$ cat config.mk
export PLATFORM = sky130hd
export DESIGN_NAME = fcns_top
export DESIGN_NICKNAME = d
export VERILOG_FILES = /design/src/hw/fcns_pkg.sv /design/src/hw/fcns_shift.sv /design/src/hw/fcns_top.sv
export SDC_FILE = /design/constraint.sdc
export NUM_CORES = 1
export LEC_CHECK = 0
export BUFFER_PORTS_ARGS = -buffer_cell sky130_fd_sc_hd__buf_2
export CORE_MARGIN = 2
export CORE_UTILIZATION = 45
export DETAILED_ROUTE_END_ITERATION = 10
export GPL_TIMING_DRIVEN = 0
export HOLD_SLACK_MARGIN = 0.06
export PLACE_DENSITY_LB_ADDON = 0.2
export SYNTH_ARGS = -nofsm -noshare
export SYNTH_HDL_FRONTEND = slang
export SYNTH_SLANG_ARGS = --single-unit
$ cat constraint.sdc
create_clock -name pclk -period 4 [get_ports pclk]
set_input_delay 0.2 -clock pclk [delete_from_list [all_inputs] [get_ports pclk]]
set_output_delay 0.2 -clock pclk [all_outputs]
set_load 0.02 [all_outputs]
$ cat src/hw/fcns_pkg.sv
// constants for the flash command next-state block
// assumes nothing beyond a systemverilog compiler
package fcns_pkg;
   // opcodes of the first transition sheet
   localparam logic [7:0] OP_STATUS_WRITE = 8'h01;
   localparam logic [7:0] OP_PAGE_PROGRAM = 8'h02;
   localparam logic [7:0] OP_READ_DATA    = 8'h03;
   localparam logic [7:0] OP_WRITE_DIS    = 8'h04;
   localparam logic [7:0] OP_READ_STATUS  = 8'h05;
   localparam logic [7:0] OP_WRITE_EN     = 8'h06;
   localparam logic [7:0] OP_FAST_READ    = 8'h0B;
   localparam logic [7:0] OP_CLEAR_FAIL   = 8'h30;
   localparam logic [7:0] OP_PARAM_ERASE  = 8'h40;
   // apb register byte offsets
   localparam logic [11:0] ADDR_CTRL      = 12'h000;
   localparam logic [11:0] ADDR_STATUS    = 12'h004;
   localparam logic [11:0] ADDR_LAST      = 12'h008;
   localparam logic [11:0] ADDR_FAST_ADR  = 12'h00C;
   // control register field positions
   localparam int CTRL_SW_PROT     = 0;
   localparam int CTRL_ADDR_PROT   = 1;
   localparam int CTRL_PARAM_VALID = 2;
   localparam int CTRL_DEEP_SLEEP  = 3;
   localparam int CTRL_DONE        = 4;
   localparam logic [31:0] CTRL_RESET = 32'h0000_0000;
   // fast read framing
   localparam int FAST_ADDR_BYTES  = 3;
   localparam int FAST_DUMMY_BYTES = 1;
   typedef enum logic [1:0] {
      FCNS_READY = 2'b00,
      FCNS_BUSY  = 2'b01,
      FCNS_SLEEP = 2'b11
   } fcns_state_t;
endpackage

$ cat src/hw/fcns_shift.sv
// spi byte receiver for the flash command block
// assumes sclk and chip select are raw pins, mode 0, sampled by pclk
`timescale 1ns/10ps
module fcns_shift
   import fcns_pkg::*;
(
   input  wire logic       pclk,
   input  wire logic       presetn,
   input  wire logic       spi_sclk,
   input  wire logic       spi_cs_n,
   input  wire logic       spi_mosi,
   output logic            byte_valid,
   output logic [7:0]      byte_data,
   output logic            frame_start,
   output logic            frame_end
);
   typedef struct packed {
      logic [2:0] s1;
      logic [2:0] s2;
      logic       sclk_old;
      logic       cs_old;
      logic [2:0] bitcnt;
      logic [7:0] sh;
      logic [7:0] data;
      logic       valid;
   } fcns_shift_st_t;
   fcns_shift_st_t st_q, st_d;
   // s2 bits: 2 sclk, 1 cs_n, 0 mosi
   always_comb begin
      st_d       = st_q;
      st_d.s1    = {spi_sclk, spi_cs_n, spi_mosi};
      st_d.s2    = st_q.s1;
      st_d.sclk_old = st_q.s2[2];
      st_d.cs_old   = st_q.s2[1];
      st_d.valid = 1'b0;
      if (st_q.s2[1]) begin
         st_d.bitcnt = 3'd0;
      end else if (st_q.s2[2] && !st_q.sclk_old) begin
         st_d.sh     = {st_q.sh[6:0], st_q.s2[0]};
         st_d.bitcnt = st_q.bitcnt + 3'd1;
         if (st_q.bitcnt == 3'd7) begin
            st_d.data  = {st_q.sh[6:0], st_q.s2[0]};
            st_d.valid = 1'b1;
         end
      end
   end
   always_ff @(posedge pclk or negedge presetn) begin
      if (!presetn) begin
         st_q <= '{s1: 3'b010, s2: 3'b010, cs_old: 1'b1, default: '0};
      end else begin
         st_q <= st_d;
      end
   end
   assign byte_valid  = st_q.valid;
   assign byte_data   = st_q.data;
   assign frame_start = st_q.cs_old && !st_q.s2[1];
   assign frame_end   = !st_q.cs_old && st_q.s2[1];
endmodule

$ cat src/hw/fcns_top.sv
// flash command next-state logic with apb control and status
// assumes an spi host on the pins and apb software setting protection
// assumes the spi pins are asynchronous to pclk and are resynchronised inside
// What this block does
// - status write with latch set updates status, clears latch, only when software protected
// - page program: protected address keeps ready and latch; else busy
// - parameter erase: protected valid block keeps ready and latch; else busy
// - latch clear: status write, program and erase are ignored
// - deep power-down ignores every opcode here, latch unchanged
// - while busy only status read is recognised
// - fast read takes three address bytes msb first, one dummy byte
//
// Implementation choices: the APB interface to the registers and the address map.
`timescale 1ns/10ps
module fcns_top
   import fcns_pkg::*;
(
   input  wire logic        pclk,
   input  wire logic        presetn,
   input  wire logic        psel,
   input  wire logic        penable,
   input  wire logic        pwrite,
   input  wire logic [11:0] paddr,
   input  wire logic [31:0] pwdata,
   output logic [31:0]      prdata,
   output logic             pready,
   output logic             pslverr,
   input  wire logic        spi_sclk,
   input  wire logic        spi_cs_n,
   input  wire logic        spi_mosi,
   output logic             read_active,
   output logic             status_out_active,
   output logic             start_write,
   output logic             status_write
);
   logic       byte_valid;
   logic [7:0] byte_data;
   logic       frame_start;
   logic       frame_end;

   fcns_shift u_shift (
      .pclk        (pclk),
      .presetn     (presetn),
      .spi_sclk    (spi_sclk),
      .spi_cs_n    (spi_cs_n),
      .spi_mosi    (spi_mosi),
      .byte_valid  (byte_valid),
      .byte_data   (byte_data),
      .frame_start (frame_start),
      .frame_end   (frame_end)
   );

   typedef struct packed {
      fcns_state_t state;
      logic        write_latch_flag;
      logic [31:0] ctrl;
      logic [7:0]  opcode;
      logic        have_op;
      logic [3:0]  bytes;
      logic        op_ready;
      logic [23:0] fast_adr;
      logic [7:0]  last_op;
      logic        rd;
      logic        srd;
      logic        go;
      logic        srw;
      logic [31:0] rdata;
   } fcns_st_t;
   fcns_st_t st_q, st_d;

   // opcodes that alter the array or status
   function automatic logic is_modify(input logic [7:0] op);
      return op == OP_STATUS_WRITE || op == OP_PAGE_PROGRAM || op == OP_PARAM_ERASE;
   endfunction

   // only the defined control bits are stored; the rest read back as zero
   function automatic logic [31:0] ctrl_bits(input logic [31:0] w);
      logic [31:0] m;
      m                   = 32'h0000_0000;
      m[CTRL_SW_PROT]     = w[CTRL_SW_PROT];
      m[CTRL_ADDR_PROT]   = w[CTRL_ADDR_PROT];
      m[CTRL_PARAM_VALID] = w[CTRL_PARAM_VALID];
      m[CTRL_DEEP_SLEEP]  = w[CTRL_DEEP_SLEEP];
      m[CTRL_DONE]        = w[CTRL_DONE];
      return m;
   endfunction

   logic        acc;
   logic        setup;
   logic [31:0] rd_mux;
   assign acc   = psel && penable;
   // pready is tied high, so read data is caught in setup and stands at the access edge
   assign setup = psel && !penable;

   always_comb begin
      if (paddr == ADDR_CTRL) begin
         rd_mux = st_q.ctrl;
      end else if (paddr == ADDR_STATUS) begin
         rd_mux = {28'h000_0000, st_q.write_latch_flag, 1'b0, st_q.state};
      end else if (paddr == ADDR_LAST) begin
         rd_mux = {24'h00_0000, st_q.last_op};
      end else if (paddr == ADDR_FAST_ADR) begin
         rd_mux = {8'h00, st_q.fast_adr};
      end else begin
         rd_mux = 32'h0000_0000;
      end
   end

   always_comb begin
      st_d = st_q;
      st_d.go  = 1'b0;
      st_d.srw = 1'b0;
      if (acc && pwrite && paddr == ADDR_CTRL) begin
         st_d.ctrl = ctrl_bits(pwdata);
      end
      if (setup && !pwrite) begin
         st_d.rdata = rd_mux;
      end
      // software-driven power states
      if (st_q.ctrl[CTRL_DEEP_SLEEP] && st_q.state == FCNS_READY) begin
         st_d.state = FCNS_SLEEP;
      end else if (!st_q.ctrl[CTRL_DEEP_SLEEP] && st_q.state == FCNS_SLEEP) begin
         st_d.state = FCNS_READY;
      end
      if (st_q.ctrl[CTRL_DONE] && st_q.state == FCNS_BUSY) begin
         st_d.state = FCNS_READY;
         st_d.write_latch_flag = 1'b0;
         st_d.ctrl[CTRL_DONE] = 1'b0;
      end
      // done with no job running is dropped; left set it would end the next job at once
      if (st_q.ctrl[CTRL_DONE] && st_q.state != FCNS_BUSY) begin
         st_d.ctrl[CTRL_DONE] = 1'b0;
      end
      if (frame_start) begin
         st_d.have_op  = 1'b0;
         st_d.bytes    = 4'd0;
         st_d.op_ready = 1'b0;
      end
      if (byte_valid) begin
         if (!st_q.have_op) begin
            st_d.opcode  = byte_data;
            st_d.have_op = 1'b1;
            st_d.last_op = byte_data;
            // state is judged when the opcode lands; a job ending mid-frame unlocks nothing
            st_d.op_ready = (st_q.state == FCNS_READY);
            // output phases start right after opcode
            if (st_q.state == FCNS_READY && byte_data == OP_READ_DATA) begin
               st_d.rd = 1'b1;
            end
            if (st_q.state != FCNS_SLEEP && byte_data == OP_READ_STATUS) begin
               st_d.srd = 1'b1;
            end
         end else if (st_q.bytes != 4'hF) begin
            st_d.bytes = st_q.bytes + 4'd1;
            if (st_q.opcode == OP_FAST_READ && st_q.op_ready && st_q.state == FCNS_READY) begin
               if (st_q.bytes < 4'(FAST_ADDR_BYTES)) begin
                  st_d.fast_adr = {st_q.fast_adr[15:0], byte_data};
               end
               if (st_q.bytes == 4'(FAST_ADDR_BYTES + FAST_DUMMY_BYTES - 1)) begin
                  st_d.rd = 1'b1;
               end
            end
         end
      end
      if (frame_end) begin
         st_d.rd  = 1'b0;
         st_d.srd = 1'b0;
         // commands take effect on select rise
         if (st_q.have_op && st_q.op_ready && st_q.state == FCNS_READY) begin
            if (!st_q.write_latch_flag) begin
               if (st_q.opcode == OP_WRITE_EN) begin
                  st_d.write_latch_flag = 1'b1;
               end
               // modifying commands dropped here
            end else begin
               case (st_q.opcode)
                  OP_STATUS_WRITE: begin
                     if (st_q.ctrl[CTRL_SW_PROT]) begin
                        st_d.srw = 1'b1;
                        st_d.write_latch_flag = 1'b0;
                     end
                  end
                  OP_PAGE_PROGRAM: begin
                     if (!st_q.ctrl[CTRL_ADDR_PROT]) begin
                        // latch is left as is once a job starts; its end clears it
                        st_d.state = FCNS_BUSY;
                        st_d.go    = 1'b1;
                     end
                  end
                  OP_PARAM_ERASE: begin
                     if (!(st_q.ctrl[CTRL_ADDR_PROT] && st_q.ctrl[CTRL_PARAM_VALID])) begin
                        st_d.state = FCNS_BUSY;
                        st_d.go    = 1'b1;
                     end
                  end
                  OP_WRITE_DIS: st_d.write_latch_flag = 1'b0;
                  default: ;
               endcase
            end
            if (is_modify(st_q.opcode) && !st_q.write_latch_flag) begin
               st_d.go = 1'b0;
            end
         end
         st_d.have_op = 1'b0;
      end
   end

   always_ff @(posedge pclk or negedge presetn) begin
      if (!presetn) begin
         st_q <= '{state: FCNS_READY, ctrl: CTRL_RESET, default: '0};
      end else begin
         st_q <= st_d;
      end
   end

   assign prdata            = st_q.rdata;
   assign pready            = 1'b1;
   assign pslverr           = 1'b0;
   assign read_active       = st_q.rd;
   assign status_out_active = st_q.srd;
   assign start_write       = st_q.go;
   assign status_write      = st_q.srw;
endmodule

==> flow_summary_export.csv <==
group,metric,value,unit
final_layout,nNetsFinal,475,
clock_tree,clockBufferDepth,2,
timing,fin_skew,12.9,ps
global_route,gr-total-overflow,0,
synth,synth_top_area_share,0.545,
floorplanning,rows,36,
detailed_routing,avgRoutedWirePerCell,14.7,µm
synth,synth.avg_cell_area,13.2,µm²
power,combPwrFrac,0.062,
detailed_routing,drtIter0Drc,111,
synth,synth_cell_types,48,
global_route,grt_max_degree,64,
synth,synth_ff_type,"dfrtp_1",
detailed_routing,vias_per_cell,4.99,
detailed_routing,final_antenna_net_count,0,
final_layout,final_area,5260,µm²
final_layout,antenna-diode-count,0,
clock_tree,cts.htree.levels,3,
clock_tree,clock_latency,370,ps
worst_hold_path,hold_end,"st_q[86]",
clock_tree,path_clk_slew,100,ps
synth,synth_area_leaders,"dfrtp_1, mux2_2, mux2_4, buf_4, a22o_1",
global_route,grt_pass1_wl,14200,µm
detailed_routing,drc_errors,0,
run,cap_viol_max_count,0,
place,numPortBuffers,52,
worst_setup_path,required,4250,ps
timing,slew_violations,0,
synth,synth_edf_count,0,
detailed_routing,first_pass_iters,4,
synth,seq_area_frac_synth,0.562,
synth,synth_top_family_by_area,"multiplexers",
power,p_sw,448,µW
worst_setup_path,reg2reg_to,"st_q[66]",
timing,rsz0062_at_grt,"false",
worst_setup_path,worstPathMaxFanout,10,
worst_setup_path,arrival,2410,ps
power,seq_power_share,0.594,
detailed_routing,wirelength,8180,µm
timing,period_share,0.540,
synth,yosysWarnings,0,
synth,synth.area.mux_share,0.180,
synth,yosysMostFrequentCell,"dfrtp_1",
synth,syn-instance-count,340,
worst_setup_path,reg2reg_depth,5,
timing,tightest_slew,604,ps
floorplanning,dieWidth,104,µm
place,place.gp.congestion,0.782,
worst_setup_path,end_kind,"register",
final_layout,drive_gt1_frac,0.400,
synth,synth-seq-cells,101,
clock_tree,cts.sinks,101,
floorplanning,coreArea,9730,µm²
worst_setup_path,reg2reg_from,"st_q[43]",
clock_tree,root_buffer,"clkbuf_8",
synth,yosys.area_share.adder,0.00834,
synth,yosys.area_share.simple,0.0940,
power,clock_power_share,0.343,
synth,synth_compound_area_frac,0.0753,
worst_hold_path,whs_path_depth,2,
worst_hold_path,min_path_type,"in2reg",
power,p_int,1370,µW
synth,synth_top_area_cell,"dfrtp_1",
power,netSwitchingFraction,0.247,
synth,ys_top_cells_by_count,"dfrtp_1, buf_4, mux2_2",
clock_tree,cts-buffers-inserted,9,
timing,fmax,463,MHz
synth,async_reset_ff_frac,1.00,
power,p_leak,0.00272,µW
global_route,grt_pass1_vias,2877,
status,status,"finished, final reports clean",
place,placed_area,4990,µm²
timing,setup_violations,0,
worst_hold_path,min_from,"pwdata[4]",
floorplanning,dieArea,10800,µm²
worst_setup_path,startpoint_type,"register",
place,dpl.hpwl,5900,µm
synth,synthesis.area,4500,µm²
worst_setup_path,r2r_slack,1840,ps
timing,maxSlewHeadroom,0.592,
floorplanning,die_h,104,µm
worst_setup_path,crit_type,"reg2reg",
power,p_per_area,345,nW/µm²
synth,yosys.area_share.xor_xnor,0.00584,
global_route,antenna_found_initial,0,
floorplanning,initial_core_util,0.463,
clock_tree,cts_tree,"yes",
global_route,grtUsageTotal,0.164,
final_layout,syn_to_final_growth,16.9,%
power,ir_worst_vdd,0.211,mV
timing,setup_tns,0,ps
timing,finalHoldViolCount,0,
floorplanning,io_pins,90,
timing,fin_crit,2160,ps
detailed_routing,vias,2787,
-- critical path: stages, from the launching register on --
cell     delay, ps
dfrtp_1        410
or4b_4         580
nor4_4         340
nand3_4        190
buf_6          220
mux2_4         300
-- layout by cell type, fill, tap and decap left out, types with 2 or more instances in the layout --
cell and n:
a21oi_1 6, a22o_1 19, a31oi_1 3, and2_1 2
and3_1 2, and4b_1 3, buf_2 53, buf_4 35
buf_6 2, clkbuf_1 7, clkbuf_8 10, clkinvlp_4 2
conb_1 10, dfrtp_1 98, dfstp_2 3, dlygate4sd3_1 8
ha_1 3, inv_1 3, inv_8 2, mux2_2 34
mux2_4 20, mux2i_1 6, mux4_2 3, nand2_1 20
nand2b_1 5, nand3_1 2, nand4_1 2, nor2_1 16
nor2b_1 2, nor3_1 3, nor3b_1 3, nor4_1 3
nor4b_1 2, o21ai_0 10, or3_1 2, xnor2_1 2
-- cell families (layout without fill, tap and decap cells) --
group           count (synthesis)  in the layout
buf+inv                        48            125
mux                            63             63
flops                         101            101
fa+ha+maj                       3              3
simple gates                   73             73
other cells                     2             10
compound gates                 47             47
xor+xnor                        3              3
-- metrics by stage --
stage	setup slack, ps	util	std cells	power [µW]	hold slack [ps]
2_1_floorplan	2020	-	348	1160	-95.6
3_3_place_gp	1710	0.510	533	1200	305
3_5_place_dp	1840	0.513	534	1210	208
4_1_cts	1810	0.541	558	1840	72.0
5_1_grt	1720	0.541	558	1890	74.2
6_report	1840	0.541	558	1810	87.8
-- sequential cells by signal (all words and copies together) (netlist names) --
signal              flops
status_write            1
read_active             1
st_q                   46
u_shift.byte_data       8
start_write             1
u_shift.st_q           13
u_shift.byte_valid      1
u_shift.st_d            5
prdata                 24
status_out_active       1
-- cell type report --
cell class	instances	area, µm²
Timing Repair Buffer	61	370
Buffer	45	314
Clock inverter	6	55.1
Inverter	3	11.3
Fill cell	857	4470
Tap cell	133	166
Clock buffer	10	138
Multi-Input combinational cell	199	1670
Sequential cell	101	2530
-- power groups by stage --
stage / clock network, µW / registers, µW / logic [µW]
4_1_cts: 649 / 1080 / 115
3_5_place_dp: 0 / 1100 / 109
6_report: 623 / 1080 / 113
3_3_place_gp: 0 / 1100 / 102
2_1_floorplan: 0 / 1090 / 63.3
5_1_grt: 681 / 1090 / 126
-- routing by layer --
| layer | part of all wire | vias to the layer above | GRT usage |
|---|---|---|---|
| met5 | 0 | - | 0 |
| met2 | 0.48 | 72 | 0.261 |
| met4 | 0.014 | 0 | 0.0560 |
| li1 | - | 1335 | - |
| met3 | 0.047 | 11 | 0.0432 |
| met1 | 0.46 | 1369 | 0.219 |
-- how the worst max path moves through the flow --
stage / from / end / slack [ps] / depth (start not counted)
CTS: st_q[43] / st_q[66] / 1810 / 5
floorplan: st_q[43] / st_q[48] / 2020 / 5
detailed placement: st_q[43] / st_q[63] / 1840 / 5
global route: st_q[43] / st_q[66] / 1720 / 5
finish: st_q[43] / st_q[66] / 1840 / 5
global placement: presetn / st_q[72] / 1710 / 1
-- repair_timing --
action,4_1_cts,5_1_grt
setup buffers,0,0
hold endpoints to repair,45,0
hold buffers,8,0
gates resized for setup,0,0
Note: power is estimated with default switching activity, not from simulation.
